### config.mk
export PLATFORM = sky130hd
export DESIGN_NAME = udsir_top
export DESIGN_NICKNAME = d
export VERILOG_FILES = /design/src/rtl/udsir_axil_slave.v /design/src/rtl/udsir_top.v
export VERILOG_INCLUDE_DIRS = /design/src /design/src/rtl
export SDC_FILE = /design/constraint.sdc
export NUM_CORES = 1
export LEC_CHECK = 0
export ABC_CLOCK_PERIOD_IN_PS = 2000
export BUFFER_PORTS_ARGS = -buffer_cell sky130_fd_sc_hd__buf_2
export CORE_MARGIN = 8
export CORE_UTILIZATION = 25
export CTS_CLUSTER_SIZE = 10
export DETAILED_ROUTE_END_ITERATION = 16
export GPL_ROUTABILITY_DRIVEN = 0
export PLACE_DENSITY = 0.58
export REMOVE_ABC_BUFFERS = 1
export SLEW_MARGIN = 10
export SYNTH_ARGS = -nofsm -noshare
export SYNTH_HDL_FRONTEND = slang
export SYNTH_SLANG_ARGS = --single-unit
### constraint.sdc
create_clock -name clock -period 2 [get_ports clock]
set_input_delay 0.3 -clock clock [delete_from_list [all_inputs] [get_ports clock]]
set_output_delay 0.3 -clock clock [all_outputs]
set_load 0.05 [all_outputs]
### src/rtl/udsir_defs.vh
`ifndef UDSIR_DEFS_VH
`define UDSIR_DEFS_VH

`define UDSIR_OFS_FRAME      8'h00
`define UDSIR_OFS_GLOBAL     8'h04
`define UDSIR_OFS_FUNC_ADDR  8'h08
`define UDSIR_OFS_MASK_SET   8'h10
`define UDSIR_OFS_MASK_CLR   8'h14
`define UDSIR_OFS_MASK       8'h18

`define UDSIR_FRAME_BAD_BIT  16
`define UDSIR_FRAME_GOOD_BIT 17

`define UDSIR_GLB_ADDR_BIT   0
`define UDSIR_GLB_CFG_BIT    1
`define UDSIR_GLB_SEND_BIT   2
`define UDSIR_GLB_RSM_BIT    3
`define UDSIR_GLB_RWE_BIT    4

`define UDSIR_FUNC_EN_BIT    8
`define UDSIR_FUNC_EN_RESET  1'b1
`define UDSIR_FUNC_ADDR_RST  7'h00

`define UDSIR_MASK_WRITABLE  16'h2BFF
`define UDSIR_MASK_FIXED     16'h1000
`define UDSIR_MASK_RESET     16'h1200

`define UDSIR_RESP_OKAY      2'h0
`define UDSIR_RESP_SLVERR    2'h2

`endif

### src/rtl/udsir_axil_slave.v
`timescale 1ns/1ps
`include "udsir_defs.vh"
module udsir_axil_slave #(
   parameter ADDR_W = 8
) (
   // clock and reset
   input  wire              clock,
   input  wire              rst,
   // write channels
   input  wire [ADDR_W-1:0] s_awaddr,
   input  wire              s_awvalid,
   output reg               s_awready,
   input  wire [31:0]       s_wdata,
   input  wire [3:0]        s_wstrb,
   input  wire              s_wvalid,
   output reg               s_wready,
   output reg  [1:0]        s_bresp,
   output reg               s_bvalid,
   input  wire              s_bready,
   // read channels
   input  wire [ADDR_W-1:0] s_araddr,
   input  wire              s_arvalid,
   output reg               s_arready,
   output reg  [31:0]       s_rdata,
   output reg  [1:0]        s_rresp,
   output reg               s_rvalid,
   input  wire              s_rready,
   // register side
   output wire              wr_go,
   output reg  [ADDR_W-1:0] wr_addr,
   output reg  [31:0]       wr_data,
   output reg  [3:0]        wr_strb,
   input  wire              wr_err,
   output wire [ADDR_W-1:0] rd_addr,
   input  wire [31:0]       rd_data,
   input  wire              rd_err
);
   reg aw_have_q;
   reg w_have_q;

   // address and data may arrive in either order; both are held until the write fires
   assign wr_go   = aw_have_q & w_have_q & ~s_bvalid;
   assign rd_addr = s_araddr;

   always @(posedge clock) begin
      if (rst) begin
         aw_have_q <= 1'b0;
         w_have_q  <= 1'b0;
         s_awready <= 1'b1;
         s_wready  <= 1'b1;
         s_bvalid  <= 1'b0;
         s_bresp   <= `UDSIR_RESP_OKAY;
         wr_addr   <= {ADDR_W{1'b0}};
         wr_data   <= 32'h00000000;
         wr_strb   <= 4'h0;
      end else begin
         if (s_awvalid && s_awready) begin
            aw_have_q <= 1'b1;
            wr_addr   <= s_awaddr;
            s_awready <= 1'b0;
         end
         if (s_wvalid && s_wready) begin
            w_have_q <= 1'b1;
            wr_data  <= s_wdata;
            wr_strb  <= s_wstrb;
            s_wready <= 1'b0;
         end
         if (wr_go) begin
            aw_have_q <= 1'b0;
            w_have_q  <= 1'b0;
            s_bvalid  <= 1'b1;
            s_bresp   <= wr_err ? `UDSIR_RESP_SLVERR : `UDSIR_RESP_OKAY;
         end
         if (s_bvalid && s_bready) begin
            s_bvalid  <= 1'b0;
            s_awready <= 1'b1;
            s_wready  <= 1'b1;
         end
      end
   end

   always @(posedge clock) begin
      if (rst) begin
         s_arready <= 1'b1;
         s_rvalid  <= 1'b0;
         s_rdata   <= 32'h00000000;
         s_rresp   <= `UDSIR_RESP_OKAY;
      end else begin
         if (s_arvalid && s_arready) begin
            s_arready <= 1'b0;
            s_rvalid  <= 1'b1;
            s_rdata   <= rd_data;
            s_rresp   <= rd_err ? `UDSIR_RESP_SLVERR : `UDSIR_RESP_OKAY;
         end
         if (s_rvalid && s_rready) begin
            s_rvalid  <= 1'b0;
            s_arready <= 1'b1;
         end
      end
   end
endmodule // udsir_axil_slave

### src/rtl/udsir_top.v
// Local design decisions: the AXI4-Lite register port and the register offsets.
`timescale 1ns/1ps
`include "udsir_defs.vh"
module udsir_top #(
   parameter ADDR_W = 8
) (
   // clock and reset
   input  wire              clock,
   input  wire              rst,
   // axi4-lite register bus
   input  wire [ADDR_W-1:0] s_awaddr,
   input  wire              s_awvalid,
   output wire              s_awready,
   input  wire [31:0]       s_wdata,
   input  wire [3:0]        s_wstrb,
   input  wire              s_wvalid,
   output wire              s_wready,
   output wire [1:0]        s_bresp,
   output wire              s_bvalid,
   input  wire              s_bready,
   input  wire [ADDR_W-1:0] s_araddr,
   input  wire              s_arvalid,
   output wire              s_arready,
   output wire [31:0]       s_rdata,
   output wire [1:0]        s_rresp,
   output wire              s_rvalid,
   input  wire              s_rready,
   // packet decoder events, same clock
   input  wire              sof_packet_id,
   input  wire              sof_packet_end,
   input  wire              sof_crc_bad,
   input  wire [10:0]       sof_frame_in,
   input  wire              host_resume,
   input  wire              usb_bus_reset,
   // interrupt status from the status register block
   input  wire [15:0]       interrupt_status,
   // device state towards the link logic
   output reg               address_state_bit,
   output reg               configured_state_bit,
   output reg  [6:0]        function_address_value,
   output reg               function_enable_bit,
   output reg               remote_wake_start,
   output reg               start_of_frame_irq,
   output reg               irq
);
   // bus side
   wire              wr_go;
   wire [ADDR_W-1:0] wr_addr;
   wire [31:0]       wr_data;
   wire [3:0]        wr_strb;
   wire [ADDR_W-1:0] rd_addr;
   reg  [31:0]       rd_data;
   reg               rd_err;
   reg               wr_err;

   // frame number register
   reg  [10:0]       frame_index_q;
   reg               frame_bad_flag_q;
   reg               frame_good_flag_q;

   // global state register
   reg               send_resume_bit_q;
   reg               resume_seen_bit_q;
   reg               remote_wake_enable_q;

   // interrupt mask, only the writable bits are stored
   reg  [15:0]       mask_q;
   wire [15:0]       mask_read;

   // decoded write strobes
   wire              wr_global;
   wire              wr_func_addr;
   wire              wr_mset;
   wire              wr_mclr;
   wire [31:0]       wr_lanes;
   wire [31:0]       wr_bits;
   wire              send_write_one;
   wire              send_write_zero;
   wire              rwe_next;
   wire              resume_hit;
   wire              irq_any;

   // the slave holds address and data from capture until the response is taken
   udsir_axil_slave #(
      .ADDR_W (ADDR_W)
   ) u_bus (
      .clock     (clock),
      .rst       (rst),
      .s_awaddr  (s_awaddr),
      .s_awvalid (s_awvalid),
      .s_awready (s_awready),
      .s_wdata   (s_wdata),
      .s_wstrb   (s_wstrb),
      .s_wvalid  (s_wvalid),
      .s_wready  (s_wready),
      .s_bresp   (s_bresp),
      .s_bvalid  (s_bvalid),
      .s_bready  (s_bready),
      .s_araddr  (s_araddr),
      .s_arvalid (s_arvalid),
      .s_arready (s_arready),
      .s_rdata   (s_rdata),
      .s_rresp   (s_rresp),
      .s_rvalid  (s_rvalid),
      .s_rready  (s_rready),
      .wr_go     (wr_go),
      .wr_addr   (wr_addr),
      .wr_data   (wr_data),
      .wr_strb   (wr_strb),
      .wr_err    (wr_err),
      .rd_addr   (rd_addr),
      .rd_data   (rd_data),
      .rd_err    (rd_err)
   );

   // byte lanes without a strobe write nothing
   assign wr_lanes = {{8{wr_strb[3]}},
                      {8{wr_strb[2]}},
                      {8{wr_strb[1]}},
                      {8{wr_strb[0]}}};
   assign wr_bits  = wr_data & wr_lanes;

   assign wr_global    = wr_go && (wr_addr == `UDSIR_OFS_GLOBAL);
   assign wr_func_addr = wr_go && (wr_addr == `UDSIR_OFS_FUNC_ADDR);
   assign wr_mset      = wr_go && (wr_addr == `UDSIR_OFS_MASK_SET);
   assign wr_mclr      = wr_go && (wr_addr == `UDSIR_OFS_MASK_CLR);

   // the state bits of the global register all sit in byte lane 0
   assign send_write_one  = wr_global && wr_strb[0] && wr_data[`UDSIR_GLB_SEND_BIT];
   assign send_write_zero = wr_global && wr_strb[0] && !wr_data[`UDSIR_GLB_SEND_BIT];
   // an enable written together with the send bit already counts for that write
   assign rwe_next        = (wr_global && wr_strb[0]) ? wr_data[`UDSIR_GLB_RWE_BIT]
                                                      : remote_wake_enable_q;
   assign resume_hit      = host_resume && send_resume_bit_q && remote_wake_enable_q;

   // bit 12 cannot be masked
   assign mask_read = mask_q | `UDSIR_MASK_FIXED;
   assign irq_any   = |(interrupt_status & mask_read);

   // write side: the frame register is read-only, so a write there is refused
   // the mask read word and unmapped words refuse a write the same way
   always @* begin
      case (wr_addr)
         `UDSIR_OFS_GLOBAL:    wr_err = 1'b0;
         `UDSIR_OFS_FUNC_ADDR: wr_err = 1'b0;
         `UDSIR_OFS_MASK_SET:  wr_err = 1'b0;
         `UDSIR_OFS_MASK_CLR:  wr_err = 1'b0;
         default:              wr_err = 1'b1;
      endcase
   end

   // read side: the write-only ports read as zero
   // reads have no side effect, so the mux follows the live s_araddr from the bus
   always @* begin
      rd_data = 32'h00000000;
      rd_err  = 1'b0;
      case (rd_addr)
         `UDSIR_OFS_FRAME: begin
            rd_data[10:0]                  = frame_index_q;
            rd_data[`UDSIR_FRAME_BAD_BIT]  = frame_bad_flag_q;
            rd_data[`UDSIR_FRAME_GOOD_BIT] = frame_good_flag_q;
         end
         `UDSIR_OFS_GLOBAL: begin
            rd_data[`UDSIR_GLB_ADDR_BIT] = address_state_bit;
            rd_data[`UDSIR_GLB_CFG_BIT]  = configured_state_bit;
            rd_data[`UDSIR_GLB_SEND_BIT] = send_resume_bit_q;
            rd_data[`UDSIR_GLB_RSM_BIT]  = resume_seen_bit_q;
            rd_data[`UDSIR_GLB_RWE_BIT]  = remote_wake_enable_q;
         end
         `UDSIR_OFS_FUNC_ADDR: begin
            rd_data[6:0]                = function_address_value;
            rd_data[`UDSIR_FUNC_EN_BIT] = function_enable_bit;
         end
         `UDSIR_OFS_MASK_SET: begin
            rd_data = 32'h00000000;
         end
         `UDSIR_OFS_MASK_CLR: begin
            rd_data = 32'h00000000;
         end
         `UDSIR_OFS_MASK: begin
            rd_data[15:0] = mask_read;
         end
         default: begin
            rd_err = 1'b1;
         end
      endcase
   end

   // frame number and frame status
   // a bad packet still updates the index, so software sees which frame failed
   always @(posedge clock) begin
      if (rst) begin
         frame_index_q     <= 11'h000;
         frame_bad_flag_q  <= 1'b0;
         frame_good_flag_q <= 1'b0;
      end else begin
         if (sof_packet_id) begin
            frame_bad_flag_q  <= 1'b0;
            frame_good_flag_q <= 1'b0;
         end
         // the end of packet follows its id, so the set here lands last
         if (sof_packet_end) begin
            frame_index_q <= sof_frame_in;
            if (sof_crc_bad) begin
               frame_bad_flag_q <= 1'b1;
            end else begin
               frame_good_flag_q <= 1'b1;
            end
         end
      end
   end

   // sof interrupt event goes out on the pid, long before the end of packet
   always @(posedge clock) begin
      if (rst) begin
         start_of_frame_irq <= 1'b0;
      end else begin
         start_of_frame_irq <= sof_packet_id;
      end
   end

   // device state; a usb bus reset returns it to default state
   // configured just follows the write; keeping it to address state is up to software
   always @(posedge clock) begin
      if (rst || usb_bus_reset) begin
         address_state_bit    <= 1'b0;
         configured_state_bit <= 1'b0;
      end else if (wr_global && wr_strb[0]) begin
         if (wr_data[`UDSIR_GLB_ADDR_BIT]) begin
            address_state_bit <= 1'b1;
         end
         configured_state_bit <= wr_data[`UDSIR_GLB_CFG_BIT];
      end
   end

   // remote wake-up
   // the start is a one-cycle pulse; the link logic times the resume signalling
   always @(posedge clock) begin
      if (rst || usb_bus_reset) begin
         send_resume_bit_q    <= 1'b0;
         remote_wake_enable_q <= 1'b0;
         remote_wake_start    <= 1'b0;
      end else begin
         remote_wake_start <= 1'b0;
         if (wr_global && wr_strb[0]) begin
            send_resume_bit_q    <= wr_data[`UDSIR_GLB_SEND_BIT];
            remote_wake_enable_q <= wr_data[`UDSIR_GLB_RWE_BIT];
         end
         // only a rising write starts the procedure; holding 1 does not restart it
         if (send_write_one && !send_resume_bit_q && rwe_next) begin
            remote_wake_start <= 1'b1;
         end
      end
   end

   // resume seen: set wins over the clear in the same cycle
   // dropping the send bit or the enable ends the wake-up, so the flag drops too
   always @(posedge clock) begin
      if (rst || usb_bus_reset) begin
         resume_seen_bit_q <= 1'b0;
      end else if (resume_hit) begin
         resume_seen_bit_q <= 1'b1;
      end else if (send_write_zero || !rwe_next) begin
         resume_seen_bit_q <= 1'b0;
      end
   end

   // function address and enable; the bus reset leaves the enable to software
   // address and enable sit in different byte lanes and are written independently
   // the host-side reset wins over a write of the address in the same cycle
   always @(posedge clock) begin
      if (rst) begin
         function_address_value <= `UDSIR_FUNC_ADDR_RST;
         function_enable_bit    <= `UDSIR_FUNC_EN_RESET;
      end else begin
         if (usb_bus_reset) begin
            function_address_value <= `UDSIR_FUNC_ADDR_RST;
         end else if (wr_func_addr && wr_strb[0]) begin
            function_address_value <= wr_data[6:0];
         end
         if (wr_func_addr && wr_strb[1]) begin
            function_enable_bit <= wr_data[`UDSIR_FUNC_EN_BIT];
         end
      end
   end

   // interrupt mask; the bus reset reloads it, so the resume mask stays on
   // the fixed bit is never stored, so no write can drop it
   always @(posedge clock) begin
      if (rst || usb_bus_reset) begin
         mask_q <= `UDSIR_MASK_RESET & `UDSIR_MASK_WRITABLE;
      end else if (wr_mset) begin
         mask_q <= mask_q | (wr_bits[15:0] & `UDSIR_MASK_WRITABLE);
      end else if (wr_mclr) begin
         mask_q <= mask_q & ~(wr_bits[15:0] & `UDSIR_MASK_WRITABLE);
      end
   end

   // interrupt request, registered so it never glitches; it lags the status a cycle
   always @(posedge clock) begin
      if (rst) begin
         irq <= 1'b0;
      end else begin
         irq <= irq_any;
      end
   end
endmodule // udsir_top

==> results of run 1 <==
[path summary, 6_finish.rpt]
kind,start,end,cells past startpoint
min,s_wvalid,u_bus.s_wready,2
min reg2reg,u_bus.s_bresp[1],u_bus.s_bresp[1],2
max,u_bus.wr_addr[1],function_address_value[1],5
max reg2reg,u_bus.wr_addr[1],function_address_value[1],5
[kinds of logic after synthesis]
kind of cell,Yosys count,synth area share [%]
and+or+nand+nor,164,21.6
DFF,88,46.4
AOI/OAI and AO/OA,82,13.9
buffers and inverters,47,6.63
muxes,41,11.1
xor gates and xnor gates,1,0.231
other,1,0.0988
[area by class of cell]
cell class / instances / share of cell area [%]
Tap cell: 188 / 4.90
Timing Repair Buffer: 115 / 13.0
Multi-Input combinational cell: 306 / 38.4
Clock inverter: 4 / 1.07
Sequential cell: 88 / 36.7
Clock buffer: 12 / 5.55
Inverter: 5 / 0.391
[placed cells by master, fill, tap and decap left out, types with 5 or more instances in the layout]
master and count:
a22oi_1 18, nor2_1 33, buf_4 13, inv_1 5
mux2i_1 32, o21ai_0 12, conb_1 18, dfxtp_1 88
a21oi_1 32, nand3_1 9, buf_2 101, nor2_2 7
clkbuf_16 9, nand2_1 79, nor3_1 5, mux2_2 9
[routing by layer]
metal	global-route usage (%)	wire, microns	up-vias
met5	0	0	-
met4	3.52	114	0
met3	5.13	935	9
met2	18.9	5110	119
met1	13.9	5090	1543
li1	-	-	1645
[worst max-delay path, stage by stage (launching register included)]
cell and delay (ns):
dfxtp_1 0.32, or4_4 0.62, nor4_4 0.33, buf_12 0.18, mux2i_1 0.22, nor2_2 0.04
[metrics by stage]
| step | cell area (sq um) | hold WS, ns | util [%] |
|---|---|---|---|
| after floorplan | 3630 | 0.369 | - |
| after CTS | 4800 | 0.172 | 31.9 |
| final | 4800 | 0.178 | 31.9 |
| after global placement | 4480 | 0.441 | 29.8 |
| after global routing | 4800 | 0.189 | 31.9 |
| after detailed placement | 4480 | 0.445 | 29.8 |
[power by group through the flow]
stage / combinational [W] / clock (W) / sequential (W)
2_1_floorplan: 0.000223 / 0 / 0.00193
3_3_place_gp: 0.000431 / 0 / 0.00189
3_5_place_dp: 0.000439 / 0 / 0.00190
4_1_cts: 0.000440 / 0.00180 / 0.00186
5_1_grt: 0.000476 / 0.00187 / 0.00186
6_report: 0.000437 / 0.00175 / 0.00186
==> reports/metrics.yaml, run 1 <==
routing:
  antenna_left: 0
  vias: 3316
  wl_per_cell_microns: 15.7
  via_per_inst: 4.62
  drt_iter0_markers: 163
  drt_wl_total_microns: 11200
  drc: 0
  drtPass1Iterations: 4
timing:
  min_period_ns: 1.84
  fmax_ghz: 0.545
  tightest_slew_ns: 0.794
  slew_headroom_pct: 47.0
  rsz0062_at_grt: "no"
  setup_ws_ns: 0.164
  final_max_slew_viol_count: 0
  period_share_pct: 91.8
  finClkSkew_ns: 0.00780
  setup_viol: 0
  hold_viol_final: 0
  setup_tns_ns: 0
worst_setup_path:
  arrival_ns: 2.06
  r2r_setup_slack_ns: 0.16
  endpoint_kind: "flip-flop"
  path_max_fanout: 7
  required_ns: 2.22
  path_class: "flip-flop to flip-flop"
  cp-start-kind: "flip-flop"
pwr:
  power_leakage_nw: 2.02
  seqPwrFrac_pct: 45.9
  ir_drop_mv: 0.451
  p_per_area_mw_per_mm2: 842
  p_comb_share_pct: 10.8
  p_int_w: 0.00302
  p_switching_w: 0.00103
  power.total_w: 0.00404
  pwr-share-clk_pct: 43.3
  switching_share_pct: 25.4
job:
  maxCapViolCount: 0
clock_network:
  post_cts_buffers: 0
  ctsHtreeMaxLevel: 3
  hold_buffers: 0
  ctsResizeCount: 0
  clk_latency_ns: 0.34
  cts_made_buffers: 9
  clock_path_buffers: 2
  clkSlewWorstSetupHoldPaths_ns: 0.06
  ctsRootBufferMaster: "clkbuf_16"
  cts_tree: "done"
  cts.sinks: 88
final_layout:
  drive_above_1_share_pct: 29.2
  final_cells: 718
  syn2layout_area_growth_pct: 26.5
  diodes: 0
  nFillCells: 1595
  multi_input_area_sq_mm: 0.00185
  fin_nets: 616
  seq_area_sq_mm: 0.00176
synthesis:
  synth_edf_count: 0
  seq_area_frac_synth_pct: 46.4
  syn_inst: 424
  synth.distinct_cells: 47
  yosys_warnings: 0
  yosys.area.top_type: "dfxtp_1"
  synth-seq-cells: 88
  synth_top_flop_cell: "dfxtp_1"
  yosysMostFrequentCell: "dfxtp_1"
  synth.avg_cell_area_sq_um: 8.95
  synth_top_area_share_pct: 46.4
  synth_common_cells: "dfxtp_1, nand2_1, nor2_1"
  synth.area.top_cells: "dfxtp_1, mux2i_1, nand2_1"
  async_reset_ff_share_pct: 0
  syn-cell-area_sq_mm: 0.00379
placement:
  dp_hpwl_microns: 8890
  place_inst: 702
  port_buffers: 101
  dp_slack_ns: 0.156
floorplanning:
  dieWidth_microns: 139
  rows: 45
  io-pin-count: 145
  die_area_sq_mm: 0.0194
  core_area_sq_mm: 0.0150
  initial_core_util_pct: 25.2
  die_h_microns: 139
status:
  status: "finished, final reports clean"
global_route:
  grt_pass1_wl_microns: 18100
  grt_start_max_net_pins: 23
  grt_use_total_pct: 11.8
  antenna_found_initial: 0
  grt_pass1_vias: 3420
  grt-ovfl-total: 0
hold_path:
  worst_hold_path_type: "input port to flip-flop"
Note: power is estimated with default switching activity, not from simulation.
==> run 2: changes to the inputs <==
--- a/config.mk
+++ b/config.mk
@@ -6,6 +6,7 @@
 export SDC_FILE = /design/constraint.sdc
 export NUM_CORES = 1
 export LEC_CHECK = 0
+export ABC_AREA = 1
 export ABC_CLOCK_PERIOD_IN_PS = 2000
 export BUFFER_PORTS_ARGS = -buffer_cell sky130_fd_sc_hd__buf_2
 export CORE_MARGIN = 8
==> run 2 against run 1 <==
Against the previous run: synthesized cell count increased by 21%; cell count increased by 12%; die area decreased by 0.44%; sequential power about the same; critical path type unchanged.
==> reports/metrics.yaml, run 2 <==
synthesis:
  synth_common_cells: "dfxtp_1, nor2_1, nand2_1"
  synth_top_area_share_pct: 46.7  # +0.23 points
  synth-seq-cells: 88  # unchanged
  synth_top_flop_cell: "dfxtp_1"
  synth.avg_cell_area_sq_um: 7.39  # -17%
  synth_edf_count: 0  # unchanged
  seq_area_frac_synth_pct: 46.7  # +0.23 points
  synth.area.top_cells: "dfxtp_1, nor2_1, nand2_1"
  synth.distinct_cells: 31  # -34%
  syn-cell-area_sq_mm: 0.00378  # -0.49%
  syn_inst: 511  # +21%
  yosys.area.top_type: "dfxtp_1"
  yosysMostFrequentCell: "dfxtp_1"
  yosys_warnings: 0  # unchanged
  async_reset_ff_share_pct: 0  # unchanged
placement:
  dp_hpwl_microns: 8600  # -3.3%
  port_buffers: 101  # unchanged
  placed_cell_area_sq_mm: 0.00440  # -1.9%
final_layout:
  syn2layout_area_growth_pct: 24.1
  layout_commonest_cell: "buf_2"
  diodes: 0  # unchanged
  fin_area_sq_mm: 0.00469  # -2.4%
  mostFrequentLayoutCells: "buf_2, dfxtp_1, nor2_1"
  fin_nets: 701  # +14%
  drive_above_1_share_pct: 22.9  # -6.3 points
  nFillCells: 1671  # +4.8%
job:
  maxCapViolCount: 0  # unchanged
status:
  status: "finished, final reports clean"
global_route:
  grt_pass1_wl_microns: 18000  # about the same
  grt_pass1_vias: 3284  # -4.0%
  antenna_found_initial: 0  # unchanged
  grt-ovfl-total: 0  # unchanged
  grt_use_total_pct: 11.7  # -0.043 points
  grt_start_max_net_pins: 25  # +8.7%
timing:
  setup_viol: 0  # unchanged
  slew_headroom_pct: 63.1  # +16 points
  finClkSkew_ns: 0.00532  # -0.00248 ns
  min_period_ns: 1.59  # -0.249 ns
  fmax_ghz: 0.630  # +16%
  setup_tns_ns: 0  # unchanged
  period_share_pct: 79.3  # -12 points
  hold_viol_final: 0  # unchanged
  rsz0062_at_grt: "no"
  tightest_slew_ns: 0.552  # -0.242 ns
  final_max_slew_viol_count: 0  # unchanged
floorplanning:
  dieWidth_microns: 139  # -0.22%
  initial_core_util_pct: 25.2  # -0.030 points
  die_area_sq_mm: 0.0193  # -0.44%
  rows: 45  # unchanged
  core_area_sq_mm: 0.0150  # -0.37%
  die_h_microns: 139  # -0.22%
  io-pin-count: 145  # unchanged
hold_path:
  worst_hold_path_type: "input port to flip-flop"
  hp-start: "sof_frame_in[7]"
routing:
  vias: 3424  # +3.3%
  wl_per_cell_microns: 13.9  # -11%
  antenna_left: 0  # unchanged
  drt_wl_total_microns: 11200  # -0.63%
  drt_iter0_markers: 152  # -6.7%
  drtPass1Iterations: 4  # unchanged
  drc: 0  # unchanged
  via_per_inst: 4.26  # -7.7%
worst_setup_path:
  worstSetupStartpoint: "u_bus.wr_addr[7]"
  cp-start-kind: "flip-flop"
  path_class: "flip-flop to flip-flop"
  endpoint_kind: "flip-flop"
  arrival_ns: 1.82  # -0.24 ns
  path_max_fanout: 12  # +5
  required_ns: 2.23  # about the same
  r2r_start: "u_bus.wr_addr[7]"
pwr:
  p_per_area_mw_per_mm2: 850  # +0.90%
  ir_drop_mv: 0.392  # -13%
  power_leakage_nw: 2.14  # +5.9%
clock_network:
  cts_tree: "done"
  clkSlewWorstSetupHoldPaths_ns: 0.06  # about the same
  cts.sinks: 88  # unchanged
  ctsHtreeMaxLevel: 3  # unchanged
  post_cts_buffers: 0  # unchanged
  clk_latency_ns: 0.34  # about the same
  clock_path_buffers: 2  # unchanged
  ctsResizeCount: 0  # unchanged
  cts_made_buffers: 9  # unchanged
  ctsRootBufferMaster: "clkbuf_16"
  hold_buffers: 0  # unchanged
-- run 2: routing by layer --
metal  global-route usage [%]  routed length, microns
met1                     14.7                    5220
met2                     18.8                    5040
met3                     4.10                     811
met4                     2.95                     102
met5                        0                       0
-- run 2: logic make-up (layout without fill, tap and decap cells) --
logic type	Yosys count	after routing	share of synthesized area, %
other	1	18	0.0993
buffers and inverters	77	164	10.4
AND/OR/NAND/NOR	234	234	27.8
AO/OA/AOI/OAI	111	111	15.1
flip-flops	88	88	46.7
-- run 2: final cells by class --
| type | instances | area, sq um | share of cell area (%) |
|---|---|---|---|
| clock buffers | 14 | 274 | 5.85 |
| clock inverters | 2 | 12.5 | 0.267 |
| inverters | 39 | 151 | 3.23 |
| multi-input cells | 363 | 1690 | 36.0 |
| flip-flops and latches | 88 | 1760 | 37.6 |
| well taps | 188 | 235 | 5.02 |
| repair buffers | 109 | 566 | 12.1 |
-- run 2: power by group --
part           internal, W  switching (W)
Sequential         0.00183      0.0000472
Combinational     0.000137       0.000354
Clock             0.000943       0.000670
Total              0.00291        0.00107
-- run 2: critical path, stage by stage (launching register included) --
cell and delay (ns):
dfxtp_1 0.32, nor2_2 0.14, nand2_2 0.09, nor3_4 0.39
nand2_1 0.25, nor3_1 0.21, nor2_1 0.07
-- run 2: worst paths after layout --
path / endpoint / slack [ns] / cells past startpoint
max: flip-flop / 0.41 / 6
min: frame_index_q[7] / 0.18 / 3
max reg2reg: flip-flop / 0.41 / 6
min reg2reg: u_bus.s_rdata[10] / 0.46 / 2
-- run 2: per-stage QoR --
step,hold WS [ns],power [W],std cells,setup WS [ns],util [%]
floorplan,0.369,0.00223,490,0.270,-
global placement,0.443,0.00241,787,0.430,29.4
detailed placement,0.453,0.00241,787,0.431,29.4
CTS,0.175,0.00404,803,0.408,31.3
global route,0.186,0.00417,803,0.221,31.3
finish,0.185,0.00398,803,0.413,31.3
==> run 3: changes to the inputs <==
--- a/config.mk
+++ b/config.mk
@@ -7,7 +7,7 @@
 export NUM_CORES = 1
 export LEC_CHECK = 0
 export ABC_AREA = 1
-export ABC_CLOCK_PERIOD_IN_PS = 2000
+export ABC_CLOCK_PERIOD_IN_PS = 1300
 export BUFFER_PORTS_ARGS = -buffer_cell sky130_fd_sc_hd__buf_2
 export CORE_MARGIN = 8
 export CORE_UTILIZATION = 25
==> constraint.sdc (replaced) <==
create_clock -name clock -period 1.3 [get_ports clock]
set_input_delay 0.195 -clock clock [delete_from_list [all_inputs] [get_ports clock]]
set_output_delay 0.195 -clock clock [all_outputs]
set_load 0.05 [all_outputs]
==> run 3 against run 2 <==
Against the previous run: first-iteration DRC count is 3.3% higher; highest routed layer unchanged; core utilization is 3.0 points higher; clock skew rose by 0.0015 ns; largest power group unchanged; global-route usage is 0.39 points higher; clock power is 72% higher.
==> reports/metrics.yaml, run 3 (synthesis gave the netlist of run 2 again) <==
status:
  status: "finished, final reports clean"
routing:
  drtPass1Iterations: 4  # unchanged
  drc: 0  # unchanged
  wl_per_cell_microns: 14.0  # +0.91%
  antenna_left: 0  # unchanged
  drt_wl_total_microns: 11700  # +4.7%
  drt_iter0_markers: 157  # +3.3%
  vias: 3523  # +2.9%
  via_per_inst: 4.23  # -0.81%
pwr:
  power_leakage_nw: 2.31  # +7.9%
  p_per_area_mw_per_mm2: 1270  # +50%
  power.total_w: 0.00654  # +64%
  ir_drop_mv: 0.588  # +50%
worst_setup_path:
  max_stage_delay_ns: 0.34  # -0.05 ns
  path_cells: "nor2_2 > nand3_1 > nor2_4 > nand2_4 > o21ai_4 > nor2_2 > nand2_1 > nand2_1"
  path_max_fanout: 6  # -6
  arrival_ns: 1.53  # -0.29 ns
  critPathSlowestCell: "dfxtp_1"
  cp_top_family: "simple AND/OR/NAND/NOR gates"
  endpoint_kind: "flip-flop"
  required_ns: 1.54  # -0.69 ns
  cp-start-kind: "flip-flop"
  path_class: "flip-flop to flip-flop"
  crit_buf_inv: 0  # unchanged
final_layout:
  layout_commonest_cell: "buf_2"
  nFillCells: 1639  # -1.9%
  fin_area_sq_mm: 0.00513  # +9.5%
  mostFrequentLayoutCells: "buf_2, nor2_1, dfxtp_1"
  multi_input_area_sq_mm: 0.00181  # +7.2%
  syn2layout_area_growth_pct: 35.9
  drive_above_1_share_pct: 31.2  # +8.2 points
  final_cells: 833  # +3.7%
  fin_nets: 731  # +4.3%
  seq_area_sq_mm: 0.00177  # +0.50%
  diodes: 0  # unchanged
global_route:
  grt_pass1_vias: 3450  # +5.1%
  grt_pass1_wl_microns: 18600  # +3.3%
  grt_use_total_pct: 12.1  # +0.39 points
  grt_start_max_net_pins: 25  # unchanged
  antenna_found_initial: 0  # unchanged
  grt-ovfl-total: 0  # unchanged
placement:
  place_inst: 811  # +3.0%
  port_buffers: 101  # unchanged
  placed_cell_area_sq_mm: 0.00462  # +4.9%
  dp_hpwl_microns: 8930  # +3.9%
  dp_slack_ns: -0.0638  # -0.494 ns
clock_network:
  hold_buffers: 0  # unchanged
  ctsHtreeMaxLevel: 3  # unchanged
  ctsRootBufferMaster: "clkbuf_16"
  clk_latency_ns: 0.34  # about the same
  clkSlewWorstSetupHoldPaths_ns: 0.06  # about the same
  cts_made_buffers: 9  # unchanged
  cts_tree: "done"
  cts.sinks: 88  # unchanged
  clock_path_buffers: 2  # unchanged
timing:
  finClkSkew_ns: 0.00677  # +0.00145 ns
  setup_ws_ns: 0.00963  # -0.404 ns
  final_max_slew_viol_count: 0  # unchanged
  fin_hold_ws_ns: 0.0864  # -0.0985 ns
  rsz0062_at_grt: "yes"
  hold_viol_final: 0  # unchanged
  setup_viol: 0  # unchanged
  min_period_ns: 1.29  # -0.296 ns
  fmax_ghz: 0.775  # +23%
  period_share_pct: 99.3  # +20 points
floorplanning:
  rows: 45  # unchanged
  initial_core_util_pct: 25.2  # unchanged
  die_h_microns: 139  # unchanged
  core_area_sq_mm: 0.0150  # unchanged
  dieWidth_microns: 139  # unchanged
  die_area_sq_mm: 0.0193  # unchanged
  io-pin-count: 145  # unchanged
job:
  maxCapViolCount: 0  # unchanged
hold_path:
  worst_hold_path_type: "input port to flip-flop"
## run 3: cell count changes in the layout (fill, tap and decap cells not counted), moves of 4 or more
| cell | previous run | this run |
|---|---|---|
| dfxtp_1 | 88 | 81 |
| dfxtp_2 | 0 | 7 |
| buf_4 | 8 | 31 |
| o21ai_1 | 5 | 10 |
| nand3_2 | 0 | 6 |
| nand3_1 | 41 | 34 |
| nor2_4 | 2 | 6 |
| nand2_1 | 82 | 78 |
| o21ai_0 | 58 | 51 |
| buf_6 | 0 | 4 |
## run 3: layer usage
layer / vias to the layer above / global-route usage, % / routed length (microns) / share of wire [%]
li1: 1889 / - / - / -
met1: 1532 / 15.1 / 5430 / 46
met2: 90 / 19.8 / 5440 / 47
met3: 12 / 3.92 / 714 / 6.1
met4: 0 / 3.12 / 108 / 0.92
met5: - / 0 / 0 / 0
## run 3: layout make-up
| cell class | count | share of cell area (%) |
|---|---|---|
| Clock buffer | 9 | 4.39 |
| Timing Repair Buffer | 139 | 16.4 |
| Inverter | 39 | 3.00 |
| Sequential cell | 88 | 34.5 |
| Tap cell | 188 | 4.58 |
| Multi-Input combinational cell | 363 | 35.2 |
| Clock inverter | 7 | 1.88 |
## run 3: path summary, 6_finish.rpt
check	startpoint	endpoint	slack, ns	cells after the start
worst min-delay path	s_rready	u_bus.s_arready	0.09	3
worst max register to register	u_bus.wr_addr[4]	resume_seen_bit_q	0.01	8
worst min register to register	u_bus.s_rdata[5]	u_bus.s_rdata[5]	0.46	2
worst max-delay path	u_bus.wr_addr[4]	resume_seen_bit_q	0.01	8
## run 3: through the flow
stage / setup TNS (ns) / utilization (%)
after floorplan: -13.50 / -
final: 0 / 34.3
after global placement: -0.475 / 30.8
after CTS: -0.153 / 33.4
after global routing: -0.606 / 34.3
after detailed placement: -0.581 / 30.8
## run 3: what timing repair did
item,4_1_cts,5_1_grt
setup endpoints to repair,14,35
setup buffers,1,5
pin swaps,7,10
resized for setup,20,28
## run 3: worst reg2reg max path: cells and delay by family (launching register included)
kind / cells / cell delay, ns
AND/OR/NAND/NOR: 7 / 0.68
AO/OA/AOI/OAI: 1 / 0.17
flip-flops: 1 / 0.34
## run 3: report_power, final
part | total (W) | leakage (nW) | switching [W] | internal [W]
sequential | 0.00291 | 0.723 | 0.0000848 | 0.00282
combinational | 0.000861 | 1.44 | 0.000580 | 0.000282
clock | 0.00277 | 0.148 | 0.00109 | 0.00168
total | 0.00654 | 2.31 | 0.00175 | 0.00479
